`src/uwbg_pkg.sv`:
```
// Function
// each port is full duplex, frames of 8 or 9 data bits, lsb first
// receiver takes a new character while the previous one is unread
// mode 0 is an 8-bit shift register clocked at pclk/2
// modes 1 and 3 send 8- and 9-bit frames at the variable rate
// mode 2 runs at pclk/32 or pclk/64; second port only pclk/64
// variable rate from timer underflows; first port may use timer 1
// each port owns prescaler, fractional divider and 8-bit reload timer
// timer counts down, clocked by divider when enabled, else prescaler
// fractional mode lets the run bit start and stop the timer
// on underflow the timer reloads and emits one pulse to the port
// divider enabled in normal mode stops the timer, run bit ignored
// prescaler divides pclk by two to the power of a 3-bit exponent
// fractional divider scales by increment over 256 only when active
// rate is pclk over 16, prescale and reload plus one
// bit rate never exceeds pclk/32; timer 1 with the fast bit ticks on every overflow, up to pclk/16
// interrupt requests on transmit done and receive done
// normal divider mode is an 8-bit auto-reload up-counter with flag
// fractional mode adds increment to accumulator, pulse on carry
package uwbg_pkg;

  localparam int          NUM_PORTS    = 2;
  localparam int          ADDR_W       = 8;
  localparam int          DATA_W       = 32;
  localparam int          CHAR_W       = 9;

  // per-port window: paddr[7:5] selects the port, paddr[4:0] the register
  localparam logic [4:0]  OFF_CTRL     = 5'h00;
  localparam logic [4:0]  OFF_RATE     = 5'h04;
  localparam logic [4:0]  OFF_RELOAD   = 5'h08;
  localparam logic [4:0]  OFF_DIV_CTRL = 5'h0C;
  localparam logic [4:0]  OFF_DIV_INC  = 5'h10;
  localparam logic [4:0]  OFF_TX_DATA  = 5'h14;
  localparam logic [4:0]  OFF_RX_DATA  = 5'h18;
  localparam logic [7:0]  OFF_STATUS   = 8'h40;
  localparam logic [7:0]  OFF_MASK     = 8'h44;

  // control register fields
  localparam int          CTRL_MODE    = 0;
  localparam int          CTRL_REN     = 2;
  localparam int          CTRL_FAST    = 3;
  localparam int          CTRL_T1SEL   = 4;
  localparam int          CTRL_W       = 5;
  // rate control register fields
  localparam int          RATE_RUN     = 0;
  localparam int          RATE_PRE     = 1;
  // divider control register fields
  localparam int          DIV_EN       = 0;
  localparam int          DIV_MODE     = 1;
  localparam int          DIV_OVF      = 2;

  // status and mask layout, four bits per port
  localparam int          ST_TX        = 0;
  localparam int          ST_RX        = 1;
  localparam int          ST_LOST      = 2;
  localparam int          ST_OVF       = 3;
  localparam int          ST_W         = 4;

  localparam logic [CTRL_W-1:0] RESET_CTRL = 5'h00;
  localparam logic [7:0]  RESET_RELOAD = 8'h00;
  localparam logic [7:0]  RESET_INC    = 8'h00;

  // 16 ticks per bit; the middle tick samples the line
  localparam logic [3:0]  OS_LAST      = 4'hF;
  localparam logic [3:0]  OS_SAMPLE    = 4'h7;
  localparam logic [3:0]  BITS_MODE0   = 4'h8;
  localparam logic [3:0]  BITS_FRAME8  = 4'hA;
  localparam logic [3:0]  BITS_FRAME9  = 4'hB;
  localparam logic [3:0]  IDX_DATA8    = 4'h8;
  localparam logic [3:0]  IDX_DATA9    = 4'h9;

  typedef enum logic [1:0] {
    UWBG_SHIFT   = 2'h0,
    UWBG_UART8   = 2'h1,
    UWBG_UART9F  = 2'h2,
    UWBG_UART9V  = 2'h3
  } uwbg_mode_t;

  typedef enum logic [1:0] {
    UWBG_IDLE = 2'b01,
    UWBG_BUSY = 2'b10
  } uwbg_state_t;

endpackage

```
`src/uwbg_uart.sv`:
```
// Chosen here: the APB interface to the registers and the placing of the registers.
`timescale 1ns/10ps
module uwbg_uart
  import uwbg_pkg::*;
#(
  parameter int RELOAD_W = 8,
  parameter int PRE_W    = 3
) (
  input  wire logic              pclk,
  input  wire logic              presetn,
  input  wire logic              ce,
  input  wire logic              psel,
  input  wire logic              penable,
  input  wire logic              pwrite,
  input  wire logic [ADDR_W-1:0] paddr,
  input  wire logic [DATA_W-1:0] pwdata,
  output logic      [DATA_W-1:0] prdata,
  output logic                   pready,
  output logic                   pslverr,
  input  wire logic              t1_overflow,
  input  wire logic [1:0]        rxd,
  output logic      [1:0]        txd,
  output logic      [1:0]        shift_clk,
  output logic                   irq
);

  if (RELOAD_W != 8 || PRE_W != 3) begin : g_chk
    $error("uwbg_uart: only an 8-bit reload and 3-bit exponent are built");
  end

  localparam int PRE_CNT_W = 7;

  logic                        acc_go;
  logic                        wr_go;
  logic                        rd_go;
  logic [ST_W*NUM_PORTS-1:0]   events;
  logic [ST_W*NUM_PORTS-1:0]   status;
  logic [ST_W*NUM_PORTS-1:0]   mask;
  logic [DATA_W-1:0]           port_rd [NUM_PORTS];
  logic [NUM_PORTS-1:0]        port_ok;
  logic [DATA_W-1:0]           rd_word;
  logic                        rd_ok;

  // the transfer acts on the edge where the master sees pready high
  assign acc_go = psel & penable & pready;
  assign wr_go  = acc_go & pwrite;
  assign rd_go  = acc_go & ~pwrite;

  for (genvar p = 0; p < NUM_PORTS; p++) begin : g_port
    logic [CTRL_W-1:0]     ctrl;
    logic                  run;
    logic [PRE_W-1:0]      pre_exp;
    logic [RELOAD_W-1:0]   reload_count;
    logic                  divider_enable;
    logic                  divider_mode_select;
    logic [7:0]            increment;
    logic                  rxd_s1;
    logic                  rxd_s2;
    logic [PRE_CNT_W-1:0]  pre_cnt;
    logic [7:0]            frac_acc;
    logic [7:0]            norm_cnt;
    logic [RELOAD_W-1:0]   rate_timer;
    logic                  uf_last;
    logic                  t1_half;
    logic [1:0]            m2_cnt;
    uwbg_state_t           tx_state;
    logic [10:0]           tx_sh;
    logic [3:0]            tx_bits;
    logic [3:0]            tx_os;
    logic                  m0_phase;
    logic                  txd_q;
    logic                  sclk_q;
    uwbg_state_t           rx_state;
    logic [3:0]            rx_os;
    logic [3:0]            rx_idx;
    logic [CHAR_W-1:0]     rx_sh;
    logic [CHAR_W-1:0]     rx_buf;
    logic                  rx_full;
    logic                  ev_tx;
    logic                  ev_rx;
    logic                  ev_lost;
    logic                  ev_ovf;
    uwbg_mode_t            mode;
    logic                  hit;
    logic [4:0]            loc;
    logic                  fast_ok;
    logic                  t1_ok;
    logic [PRE_CNT_W-1:0]  pre_mask;
    logic                  pre_tick;
    logic [8:0]            frac_sum;
    logic                  frac_tick;
    logic                  tmr_clk;
    logic                  tmr_run;
    logic                  uf_pulse;
    logic                  m2_tick;
    logic                  t1_tick;
    logic                  tick16;
    logic                  nine;
    logic                  m0_last;
    logic                  frame_end;
    logic                  rx_cmp;
    logic [CHAR_W-1:0]     rx_word;
    logic                  rx_clr;

    assign mode    = uwbg_mode_t'(ctrl[CTRL_MODE +: 2]);
    assign hit     = paddr[7:5] == 3'(p);
    assign loc     = paddr[4:0];
    // second port fixed slow
    assign fast_ok = (p == 0) && ctrl[CTRL_FAST];
    assign t1_ok   = (p == 0) && ctrl[CTRL_T1SEL];
    assign nine    = mode != UWBG_UART8;

    // prescale by power of two
    assign pre_mask  = PRE_CNT_W'(~({PRE_CNT_W{1'b1}} << pre_exp));
    assign pre_tick  = ce && ((pre_cnt & pre_mask) == pre_mask);
    // accumulator carry pulses
    assign frac_sum  = {1'b0, frac_acc} + {1'b0, increment};
    // scaling only when active
    assign frac_tick = pre_tick & frac_sum[8] & ~divider_mode_select;
    // timer clock select
    assign tmr_clk   = divider_enable ? frac_tick : pre_tick;
    // normal mode stops timer
    assign tmr_run   = run & ~(divider_enable & divider_mode_select);
    // no back-to-back pulses
    assign uf_pulse  = tmr_run & tmr_clk & (rate_timer == '0) & ~uf_last;
    assign m2_tick   = ce && (fast_ok ? m2_cnt[0] : (m2_cnt == 2'h3));
    // timer 1 rate halved unless the fast bit doubles it
    assign t1_tick   = ce & t1_overflow & (ctrl[CTRL_FAST] | t1_half);
    // variable source select
    assign tick16    = (mode == UWBG_UART9F) ? m2_tick :
                       (t1_ok ? t1_tick : uf_pulse);

    assign m0_last   = (mode == UWBG_SHIFT) && tx_state == UWBG_BUSY &&
                       m0_phase && tx_bits == 4'h1 && ce;
    assign frame_end = ce && rx_state == UWBG_BUSY && tick16 &&
                       rx_os == OS_SAMPLE &&
                       rx_idx == (nine ? IDX_DATA9 : IDX_DATA8) + 4'h1;
    assign rx_cmp    = (m0_last & ctrl[CTRL_REN]) | frame_end;
    assign rx_word   = m0_last ? {1'b0, rxd_s2, rx_sh[8:2]} :
                       (nine ? rx_sh : {1'b0, rx_sh[8:1]});
    assign rx_clr    = rd_go & hit & (loc == OFF_RX_DATA);

    always_comb begin
      port_rd[p] = '0;
      port_ok[p] = 1'b1;
      unique case (loc)
        OFF_CTRL:     port_rd[p] = DATA_W'(ctrl);
        OFF_RATE:     port_rd[p] = DATA_W'({pre_exp, run});
        OFF_RELOAD:   port_rd[p] = DATA_W'(reload_count);
        OFF_DIV_CTRL: port_rd[p] = DATA_W'({status[p*ST_W+ST_OVF],
                                     divider_mode_select, divider_enable});
        OFF_DIV_INC:  port_rd[p] = DATA_W'(increment);
        OFF_TX_DATA:  port_rd[p] = DATA_W'(tx_state == UWBG_BUSY);
        OFF_RX_DATA:  port_rd[p] = DATA_W'({rx_full, rx_buf});
        default:      port_ok[p] = 1'b0;
      endcase
    end

    // software-written settings
    always_ff @(posedge pclk or negedge presetn) begin
      if (!presetn) begin
        ctrl                <= RESET_CTRL;
        run                 <= 1'b0;
        pre_exp             <= '0;
        reload_count        <= RESET_RELOAD;
        divider_enable      <= 1'b0;
        divider_mode_select <= 1'b0;
        increment           <= RESET_INC;
      end else if (ce && wr_go && hit) begin
        if (loc == OFF_CTRL) begin
          ctrl <= pwdata[CTRL_W-1:0];
        end
        if (loc == OFF_RATE) begin
          // run bit starts timer
          run     <= pwdata[RATE_RUN];
          pre_exp <= pwdata[RATE_PRE +: PRE_W];
        end
        if (loc == OFF_RELOAD) begin
          reload_count <= pwdata[RELOAD_W-1:0];
        end
        if (loc == OFF_DIV_CTRL) begin
          divider_enable      <= pwdata[DIV_EN];
          divider_mode_select <= pwdata[DIV_MODE];
        end
        if (loc == OFF_DIV_INC) begin
          increment <= pwdata[7:0];
        end
      end
    end

    // rx pin is asynchronous to pclk
    always_ff @(posedge pclk or negedge presetn) begin
      if (!presetn) begin
        rxd_s1 <= 1'b1;
        rxd_s2 <= 1'b1;
      end else if (ce) begin
        rxd_s1 <= rxd[p];
        rxd_s2 <= rxd_s1;
      end
    end

    // per-port rate generator
    always_ff @(posedge pclk or negedge presetn) begin
      if (!presetn) begin
        pre_cnt    <= '0;
        frac_acc   <= '0;
        norm_cnt   <= '0;
        rate_timer <= '0;
        uf_last    <= 1'b0;
        t1_half    <= 1'b0;
        m2_cnt     <= '0;
        ev_ovf     <= 1'b0;
      end else if (ce) begin
        pre_cnt <= pre_cnt + PRE_CNT_W'(1);
        m2_cnt  <= m2_cnt + 2'h1;
        uf_last <= uf_pulse;
        ev_ovf  <= 1'b0;
        if (t1_overflow) begin
          t1_half <= ~t1_half;
        end
        if (pre_tick && divider_enable && !divider_mode_select) begin
          frac_acc <= frac_sum[7:0];
        end
        // auto-reload up-counter
        if (pre_tick && divider_enable && divider_mode_select) begin
          if (norm_cnt == 8'hFF) begin
            norm_cnt <= increment;
            ev_ovf   <= 1'b1;
          end else begin
            norm_cnt <= norm_cnt + 8'h01;
          end
        end
        // reload on underflow
        if (tmr_run && tmr_clk) begin
          if (rate_timer == '0) begin
            rate_timer <= reload_count;
          end else begin
            rate_timer <= rate_timer - RELOAD_W'(1);
          end
        end
      end
    end

    // transmitter
    always_ff @(posedge pclk or negedge presetn) begin
      if (!presetn) begin
        tx_state <= UWBG_IDLE;
        tx_sh    <= '1;
        tx_bits  <= '0;
        tx_os    <= '0;
        m0_phase <= 1'b0;
        txd_q    <= 1'b1;
        sclk_q   <= 1'b1;
        ev_tx    <= 1'b0;
      end else if (ce) begin
        ev_tx <= 1'b0;
        unique case (tx_state)
          UWBG_IDLE: begin
            sclk_q <= 1'b1;
            if (wr_go && hit && loc == OFF_TX_DATA) begin
              tx_state <= UWBG_BUSY;
              tx_os    <= '0;
              m0_phase <= 1'b0;
              // shift register load
              if (mode == UWBG_SHIFT) begin
                tx_sh   <= {3'b111, pwdata[7:0]};
                tx_bits <= BITS_MODE0;
                txd_q   <= pwdata[0];
              // start, data lsb first, stop
              end else if (nine) begin
                tx_sh   <= {1'b1, pwdata[8:0], 1'b0};
                tx_bits <= BITS_FRAME9;
                txd_q   <= 1'b0;
              end else begin
                tx_sh   <= {2'b11, pwdata[7:0], 1'b0};
                tx_bits <= BITS_FRAME8;
                txd_q   <= 1'b0;
              end
            end
          end
          UWBG_BUSY: begin
            if (mode == UWBG_SHIFT) begin
              // two pclk per bit
              m0_phase <= ~m0_phase;
              sclk_q   <= m0_phase;
              if (m0_phase) begin
                tx_sh   <= {1'b1, tx_sh[10:1]};
                tx_bits <= tx_bits - 4'h1;
                txd_q   <= tx_sh[1];
              end
            end else if (tick16) begin
              tx_os <= tx_os + 4'h1;
              if (tx_os == OS_LAST) begin
                tx_sh   <= {1'b1, tx_sh[10:1]};
                tx_bits <= tx_bits - 4'h1;
                txd_q   <= tx_sh[1];
              end
            end
            if ((mode == UWBG_SHIFT && m0_phase && tx_bits == 4'h1) ||
                (mode != UWBG_SHIFT && tick16 && tx_os == OS_LAST &&
                 tx_bits == 4'h1)) begin
              tx_state <= UWBG_IDLE;
              txd_q    <= 1'b1;
              sclk_q   <= 1'b1;
              // transmit done
              ev_tx    <= 1'b1;
            end
          end
        endcase
      end
    end

    // receiver
    always_ff @(posedge pclk or negedge presetn) begin
      if (!presetn) begin
        rx_state <= UWBG_IDLE;
        rx_os    <= '0;
        rx_idx   <= '0;
        rx_sh    <= '0;
        rx_buf   <= '0;
        rx_full  <= 1'b0;
        ev_rx    <= 1'b0;
        ev_lost  <= 1'b0;
      end else if (ce) begin
        ev_rx   <= 1'b0;
        ev_lost <= 1'b0;
        if (mode == UWBG_SHIFT) begin
          rx_state <= UWBG_IDLE;
          if (tx_state == UWBG_BUSY && m0_phase) begin
            rx_sh <= {rxd_s2, rx_sh[8:1]};
          end
        end else begin
          unique case (rx_state)
            UWBG_IDLE: begin
              if (ctrl[CTRL_REN] && !rxd_s2) begin
                rx_state <= UWBG_BUSY;
                rx_os    <= '0;
                rx_idx   <= '0;
              end
            end
            UWBG_BUSY: begin
              if (tick16) begin
                rx_os <= rx_os + 4'h1;
                if (rx_os == OS_SAMPLE) begin
                  rx_idx <= rx_idx + 4'h1;
                  if (rx_idx == 4'h0 && rxd_s2) begin
                    // glitch, not a start bit
                    rx_state <= UWBG_IDLE;
                  end else if (frame_end) begin
                    rx_state <= UWBG_IDLE;
                  end else if (rx_idx != 4'h0) begin
                    rx_sh <= {rxd_s2, rx_sh[8:1]};
                  end
                end
              end
            end
          endcase
        end
        // a completion in the same cycle as the read still lands
        if (rx_clr) begin
          rx_full <= 1'b0;
        end
        // second character while unread
        if (rx_cmp) begin
          if (rx_full && !rx_clr) begin
            // the newer character is the one dropped
            ev_lost <= 1'b1;
          end else begin
            rx_buf  <= rx_word;
            rx_full <= 1'b1;
            // receive done
            ev_rx   <= 1'b1;
          end
        end
      end
    end

    assign events[p*ST_W +: ST_W] = {ev_ovf, ev_lost, ev_rx, ev_tx};

    always_ff @(posedge pclk or negedge presetn) begin
      if (!presetn) begin
        txd[p]       <= 1'b1;
        shift_clk[p] <= 1'b1;
      end else if (ce) begin
        txd[p]       <= txd_q;
        shift_clk[p] <= sclk_q;
      end
    end
  end

  always_comb begin
    rd_word = '0;
    rd_ok   = 1'b0;
    if (paddr[7:5] < 3'(NUM_PORTS)) begin
      rd_word = port_rd[paddr[5]];
      rd_ok   = port_ok[paddr[5]];
    end else if (paddr == OFF_STATUS) begin
      rd_word = DATA_W'(status);
      rd_ok   = 1'b1;
    end else if (paddr == OFF_MASK) begin
      rd_word = DATA_W'(mask);
      rd_ok   = 1'b1;
    end
  end

  // one wait state: pready rises in the second access cycle
  always_ff @(posedge pclk or negedge presetn) begin
    if (!presetn) begin
      pready  <= 1'b0;
      prdata  <= '0;
      pslverr <= 1'b0;
    end else if (ce) begin
      pready  <= psel & penable & ~pready;
      pslverr <= 1'b0;
      if (psel && penable && !pready) begin
        prdata  <= pwrite ? '0 : rd_word;
        pslverr <= ~rd_ok;
      end
    end
  end

  always_ff @(posedge pclk or negedge presetn) begin
    if (!presetn) begin
      mask <= '0;
    end else if (ce && wr_go && paddr == OFF_MASK) begin
      mask <= pwdata[ST_W*NUM_PORTS-1:0];
    end
  end

  // write one to clear; a new event in the same cycle wins
  always_ff @(posedge pclk or negedge presetn) begin
    if (!presetn) begin
      status <= '0;
    end else if (ce) begin
      if (wr_go && paddr == OFF_STATUS) begin
        status <= (status & ~pwdata[ST_W*NUM_PORTS-1:0]) | events;
      end else begin
        status <= status | events;
      end
    end
  end

  always_ff @(posedge pclk or negedge presetn) begin
    if (!presetn) begin
      irq <= 1'b0;
    end else if (ce) begin
      irq <= |(status & mask);
    end
  end

endmodule // uwbg_uart

```
`config.mk`:
```
export PLATFORM = sky130hd
export DESIGN_NAME = uwbg_uart
export DESIGN_NICKNAME = d
export VERILOG_FILES = /design/src/uwbg_pkg.sv /design/src/uwbg_uart.sv
export SDC_FILE = /design/constraint.sdc
export NUM_CORES = 1
export LEC_CHECK = 0
export ABC_AREA = 0
export BUFFER_PORTS_ARGS = -buffer_cell sky130_fd_sc_hd__buf_2
export CORE_ASPECT_RATIO = 0.8
export CORE_MARGIN = 3
export CORE_UTILIZATION = 35
export CTS_CLUSTER_SIZE = 12
export DETAILED_ROUTE_END_ITERATION = 8
export PLACE_DENSITY_LB_ADDON = 0.12
export SYNTH_ARGS = -nofsm -noshare
export SYNTH_HDL_FRONTEND = slang
export SYNTH_SLANG_ARGS = --single-unit
```
`constraint.sdc`:
```
create_clock -name pclk -period 8.2 [get_ports pclk]
set_input_delay 1.64 -clock pclk [delete_from_list [all_inputs] [get_ports pclk]]
set_output_delay 1.64 -clock pclk [all_outputs]
set_load 0.02 [all_outputs]
```
After elaboration in Yosys (flattened, before gate mapping)
Cells that the tools add are included.
- add/subtract/negate cells: 20
- $mul: 0
- div/mod/pow operators: 0
- magnitude comparators: 3
- equality and inequality tests: 79
- shift-type cells: 2
- mux-type cells: 170
- bitwise gates (word level): 56
- reduce and logical (&&, ||, !) cells: 128
- operators with widths (cell ; number):
    $mux 9 ; 20
    $mux 32 ; 5
    $pmux 10 s7 ; 2
    $mux 11 ; 10
    $mux 4 ; 24
    $pmux 4 s2 ; 8
    $mux 1 ; 60
    $logic_and 1x1->1 ; 57
    $mux 8 ; 7
    $pmux 11 s2 ; 2
    $mux 10 ; 4
    $reduce_and 2->1 ; 20
    $reduce_and 5->1 ; 8
    $mux 2 ; 18
    $add 4x1->4 const B ; 8
    $ne 2x2->1 const B ; 15
    $and 1x1->1 ; 27
    $ne 3x3->1 const B ; 9
    $reduce_bool 2->1 ; 10
    $add 8x8->9 ; 2
    $ne 2x1->1 const B ; 9
    $reduce_and 3->1 ; 6
    $add 8x1->8 const B ; 2
    $and 8x8->8 ; 2
    other kinds (47) ; 123
- register bits: 296
- latch bits: 0
- memory bits (writable): 0
- ROM bits: 0
- output and inout bits: 39
- memories kept: 0

Depth between registers and ports, before layout
- depth after elaboration: 22
- depth in mapped cells: 11
- gate-level depth less buffers: 9

Least setup slack after synthesis
OpenSTA, ideal clock, no wires.
- path type: input to register
- start: input port paddr[2]
- end: register status[0]
- setup time: 0.121 ns
- data arrival time: 3.588 ns
- slack: 4.491 ns
- stages on the path: 7
- buffers on the path: 2
- cell sequence: buf_2 > nor4_1 > buf_2 > nand2_1 > nor2_1 > nand2_1 > a22o_1
- cells in the longest elaborated chain, start to end: 3
- ends and longest elaborated chain (element ; line ; RTL):
    from (decl) ; uwbg_uart.sv:15 ; input wire logic [ADDR_W-1:0] paddr,
    $eq 8x7->1 ; uwbg_uart.sv:435 ; if (wr_go && paddr == OFF_STATUS) begin
    $logic_and 1x1->1 ; uwbg_uart.sv:435 ;
    $mux 8 ; uwbg_uart.sv:435 ;
    to (signal assigned) ; uwbg_uart.sv:436 ; status <= (status & ~pwdata[ST_W*NUM_PORTS-1:0]) | events;
    to (signal assigned) ; uwbg_uart.sv:438 ; status <= status | events;
    to (decl) ; uwbg_uart.sv:37 ; logic [ST_W*NUM_PORTS-1:0] status;
No other way between the ends.
A chain may end at the register's enable or synchronous reset.

Worst setup path in the final report
- start: input port ce
- end: register g_port[0].rx_sh[0]
- cells in the longest elaborated chain, start to end: 14
- ends and longest elaborated chain (element ; line ; RTL):
    from (decl) ; uwbg_uart.sv:11 ; input wire logic ce,
    $logic_and 1x1->1 ; uwbg_uart.sv:115 ; assign pre_tick = ce && ((pre_cnt & pre_mask) == pre_mask);
    $and 1x1->1 (2 in a row) ; uwbg_uart.sv:119 ; assign frac_tick = pre_tick & frac_sum[8] & ~divider_mode_select;
    $mux 1 ; uwbg_uart.sv:121 ; assign tmr_clk = divider_enable ? frac_tick : pre_tick;
    $and 1x1->1 (3 in a row) ; uwbg_uart.sv:125 ; assign uf_pulse = tmr_run & tmr_clk & (rate_timer == '0) & ~uf_last;
    $mux 1 ; uwbg_uart.sv:131 ; (t1_ok ? t1_tick : uf_pulse);
    $mux 1 ; uwbg_uart.sv:130 ; assign tick16 = (mode == UWBG_UART9F) ? m2_tick :
    $logic_and 1x1->1 (2 in a row) ; uwbg_uart.sv:135 ; assign frame_end = ce && rx_state == UWBG_BUSY && tick16 &&
    $logic_and 1x1->1 ; uwbg_uart.sv:136 ; rx_os == OS_SAMPLE &&
    $ne 2x1->1 (no source line) ; - ;
    $reduce_and 8->1 (no source line) (*) ; - ;
    to (signal assigned) ; uwbg_uart.sv:330 ; rx_sh <= {rxd_s2, rx_sh[8:1]};
    to (signal assigned) ; uwbg_uart.sv:352 ; rx_sh <= {rxd_s2, rx_sh[8:1]};
    to (decl) ; uwbg_uart.sv:76 ; logic [CHAR_W-1:0] rx_sh;
Mark *: on every way between the ends. The rest lies on a longest branch, timed or not.

==> results_dict.tcl <==
set metrics [dict create \
    max_slew.worst_pin.slew_ps 1282 \
    grt_max_degree 90 \
    grt_overflow 0 \
    setup_tns_ps 0 \
    yosysTopAreaCellShare 0.3940 \
    finalHoldViolCount 0 \
    synth_top_cell_by_area "dfrtp_1" \
    hold_path.class "flop to flop" \
    slew_violations 0 \
    ys_warn_count 0 \
    max_stage_delay_ps 560 \
    path_clk_slew_ps 60 \
    cp-start-kind "input pin" \
    vias 11620 \
    clk_latency_ps 580 \
    r2r_end "g_port[1].tx_os[2]$_DFFE_PN0P_" \
    first_iter_violations 818 \
    fin_skew_ps 24.35 \
    r2r_cells 9 \
    ys_ff_latch 270 \
    drc 0 \
    crit_arrival_ps 4370 \
    nNetsFinal 1608 \
    dp_hpwl_mm 29.58 \
    critical_path_class "input pin to flop" \
    synth_area_per_cell_um2 9.928 \
    drt-wirelength-per-cell_um 20.06 \
    end_kind "flop" \
    die_h_um 191.1 \
    drt_pass1_iterations 5 \
    antenna_found_initial 0 \
    outcome "finished, final reports clean" \
    netlist_instances 1510 \
    ys_seq_area_frac 0.4536 \
    clock_sinks 270 \
    core_um2 42080 \
    ys.flop_type "dfrtp_1" \
    h-tree-depth 1 \
    post_cts_resized 0 \
    ios 88 \
    fmax_mhz 255.0 \
    cp.depth 6 \
    cp_max_fo 45 \
    rows 67 \
    crit_path_start "ce" \
    synth_enable_flop_cells 0 \
    start_util 0.3562 \
    finalCritPeriodShare 0.4782 \
    cp-endpoint "g_port[0].rx_sh[0]$_DFFE_PN0P_" \
    grt_pass1_vias 11330 \
    place_inst 2039 \
    io_buffers 42 \
    setup_violations 0 \
    die_area_um2 45360 \
    area_delta_synth_final_pct 10.65 \
    die_x_um 237.4 \
    synth_cell_type_count 85 \
    cts-root-buf "clkbuf_16" \
    slowest_stage "buf_4" \
    drt_wl_total_mm 42.02 \
    final_cells 2095 \
    layout-drive-gt1-share 0.1809 \
    numCtsBuffers 30 \
    async_flop_share 1.000 \
    critical_path_buf_inv_count 2 \
    cts_max_path_buffers 3 \
    ys_top_cells_by_area "dfrtp_1 39%, mux2_2 9.1%, dfstp_2 6.0%, nand2_1 4.3%, ha_1 3.2%" \
    synth_area_um2 14990 \
    gp_congestion 0.8130 \
    crit_chain "buf_2 -> buf_4 -> o21ai_0 -> o21a_1 -> o22ai_4 -> mux2_2" \
    power.density_nw_per_um2 218.7 \
    cp_data_required_time_ps 8650 \
    maxSlewHeadroom 0.1423 \
    vias_per_cell 5.544 \
    grt_pass1_wl_mm 67.39 \
    path_delay_family "compound AO/OA/AOI/OAI gates" \
    r2r_start "g_port[1].increment[0]$_DFFE_PN0P_" \
    ir_drop_mv 0.1950 \
    rsz0062_at_grt "no" \
    cts_tree "yes" \
    drv_cap 0 \
    postCtsSetupRepairBufs 0 \
    grtUsageTotal 0.1870 \
    period_minus_slack_ps 3922 \
    cts_hold_repair.buffers 0 \
    ant_nets 0 \
    p_leak_uw 0.007584 \
    reg2reg_slack_ps 4420 \
]
==> state kept, by name, summed over array words and instances (netlist names), 10 cells and up <==
signal / cells
g_port.rx_buf: 18
g_port.increment: 16
g_port.frac_acc: 16
g_port.reload_count: 16
g_port.ctrl: 10
g_port.rx_sh: 18
g_port.tx_sh: 18
g_port.norm_cnt: 16
g_port.pre_cnt: 14
g_port.rate_timer: 16
prdata: 10
==> synthesized netlist by cell type, types with 16 or more instances <==
cell / instances
nand3_1: 60
xor2_1: 16
ha_1: 38
a31oi_1: 26
nand4_1: 25
mux2i_1: 38
and3_1: 18
nor2_1: 100
inv_1: 35
o21ai_0: 89
o211ai_1: 17
dfrtp_1: 236
buf_4: 22
clkbuf_1: 59
dfstp_2: 34
nor3_1: 21
nand2_1: 173
mux2_2: 121
a22o_1: 19
a21oi_1: 75
==> cells in the final DEF, fill, tap and decap left out, drive strengths merged, types with 35 or more instances in the layout <==
cell,netlist,final
dfrtp,236,236
nand2,173,173
mux2,121,121
nor2,101,101
o21ai,90,90
a21oi,78,78
nand3,60,60
buf,39,54
clkbuf,59,48
mux2i,38,38
ha,38,38
inv,35,35
==> logic make-up after synthesis <==
| group | Yosys count | synth area share |
|---|---|---|
| simple gates | 488 | 0.1588 |
| compound gates | 390 | 0.1774 |
| flops | 270 | 0.4536 |
| mux | 161 | 0.1193 |
| buf+inv | 133 | 0.04056 |
| fa+ha+maj | 40 | 0.03439 |
| xor+xnor | 27 | 0.01577 |
| other cells | 1 | 0.0002502 |
==> through the flow <==
step	hold WS (ps)	util	cell area [um2]	setup WS [ps]	total power (uW)
2_1_floorplan	433.2	-	15070	4491	2101
3_3_place_gp	454.1	0.3707	15600	3705	2271
3_5_place_dp	449.4	0.3707	15600	3692	2281
4_1_cts	466.1	0.3941	16580	4309	3679
5_1_grt	481.5	0.3941	16580	4009	3827
6_report	462.8	0.3942	16590	4278	3627
==> layer usage <==
| layer | vias to the layer above | wire length (um) | track usage |
|---|---|---|---|
| li1 | 5558 | - | - |
| met1 | 5831 | 22670 | 0.2982 |
| met2 | 183 | 17290 | 0.2694 |
| met3 | 43 | 1346 | 0.02322 |
| met4 | 0 | 719 | 0.03578 |
| met5 | - | 0 | 0 |
==> where the power goes <==
| group | internal [uW] | switching [uW] |
|---|---|---|
| Sequential | 1520 | 154 |
| Combinational | 267 | 312 |
| Clock | 800 | 569 |
==> how the worst min path moves through the flow <==
stage / startpoint / end / depth (start not counted)
6_report: g_port[0].pre_cnt[6]$_DFFE_PN0P_ / g_port[0].pre_cnt[6]$_DFFE_PN0P_ / 1
5_1_grt: g_port[0].pre_cnt[6]$_DFFE_PN0P_ / g_port[0].pre_cnt[6]$_DFFE_PN0P_ / 1
4_1_cts: g_port[0].pre_cnt[6]$_DFFE_PN0P_ / g_port[0].pre_cnt[6]$_DFFE_PN0P_ / 1
3_5_place_dp: g_port[0].pre_cnt[6]$_DFFE_PN0P_ / g_port[0].pre_cnt[6]$_DFFE_PN0P_ / 1
3_3_place_gp: g_port[0].pre_cnt[6]$_DFFE_PN0P_ / g_port[0].pre_cnt[6]$_DFFE_PN0P_ / 1
2_1_floorplan: g_port[0].pre_cnt[6]$_DFFE_PN0P_ / g_port[0].pre_cnt[6]$_DFFE_PN0P_ / 1
==> layout make-up <==
type	instances	area, um2
clock buffers	48	888.4
well taps	552	690.7
multi-input cells	1128	7669
repair buffers	54	310.3
diodes	1	2.502
flip-flops and latches	270	6799
clock inverters	7	96.34
inverters	35	131.4
fillers	4164	25500
Note: power is estimated with default switching activity, not from simulation.
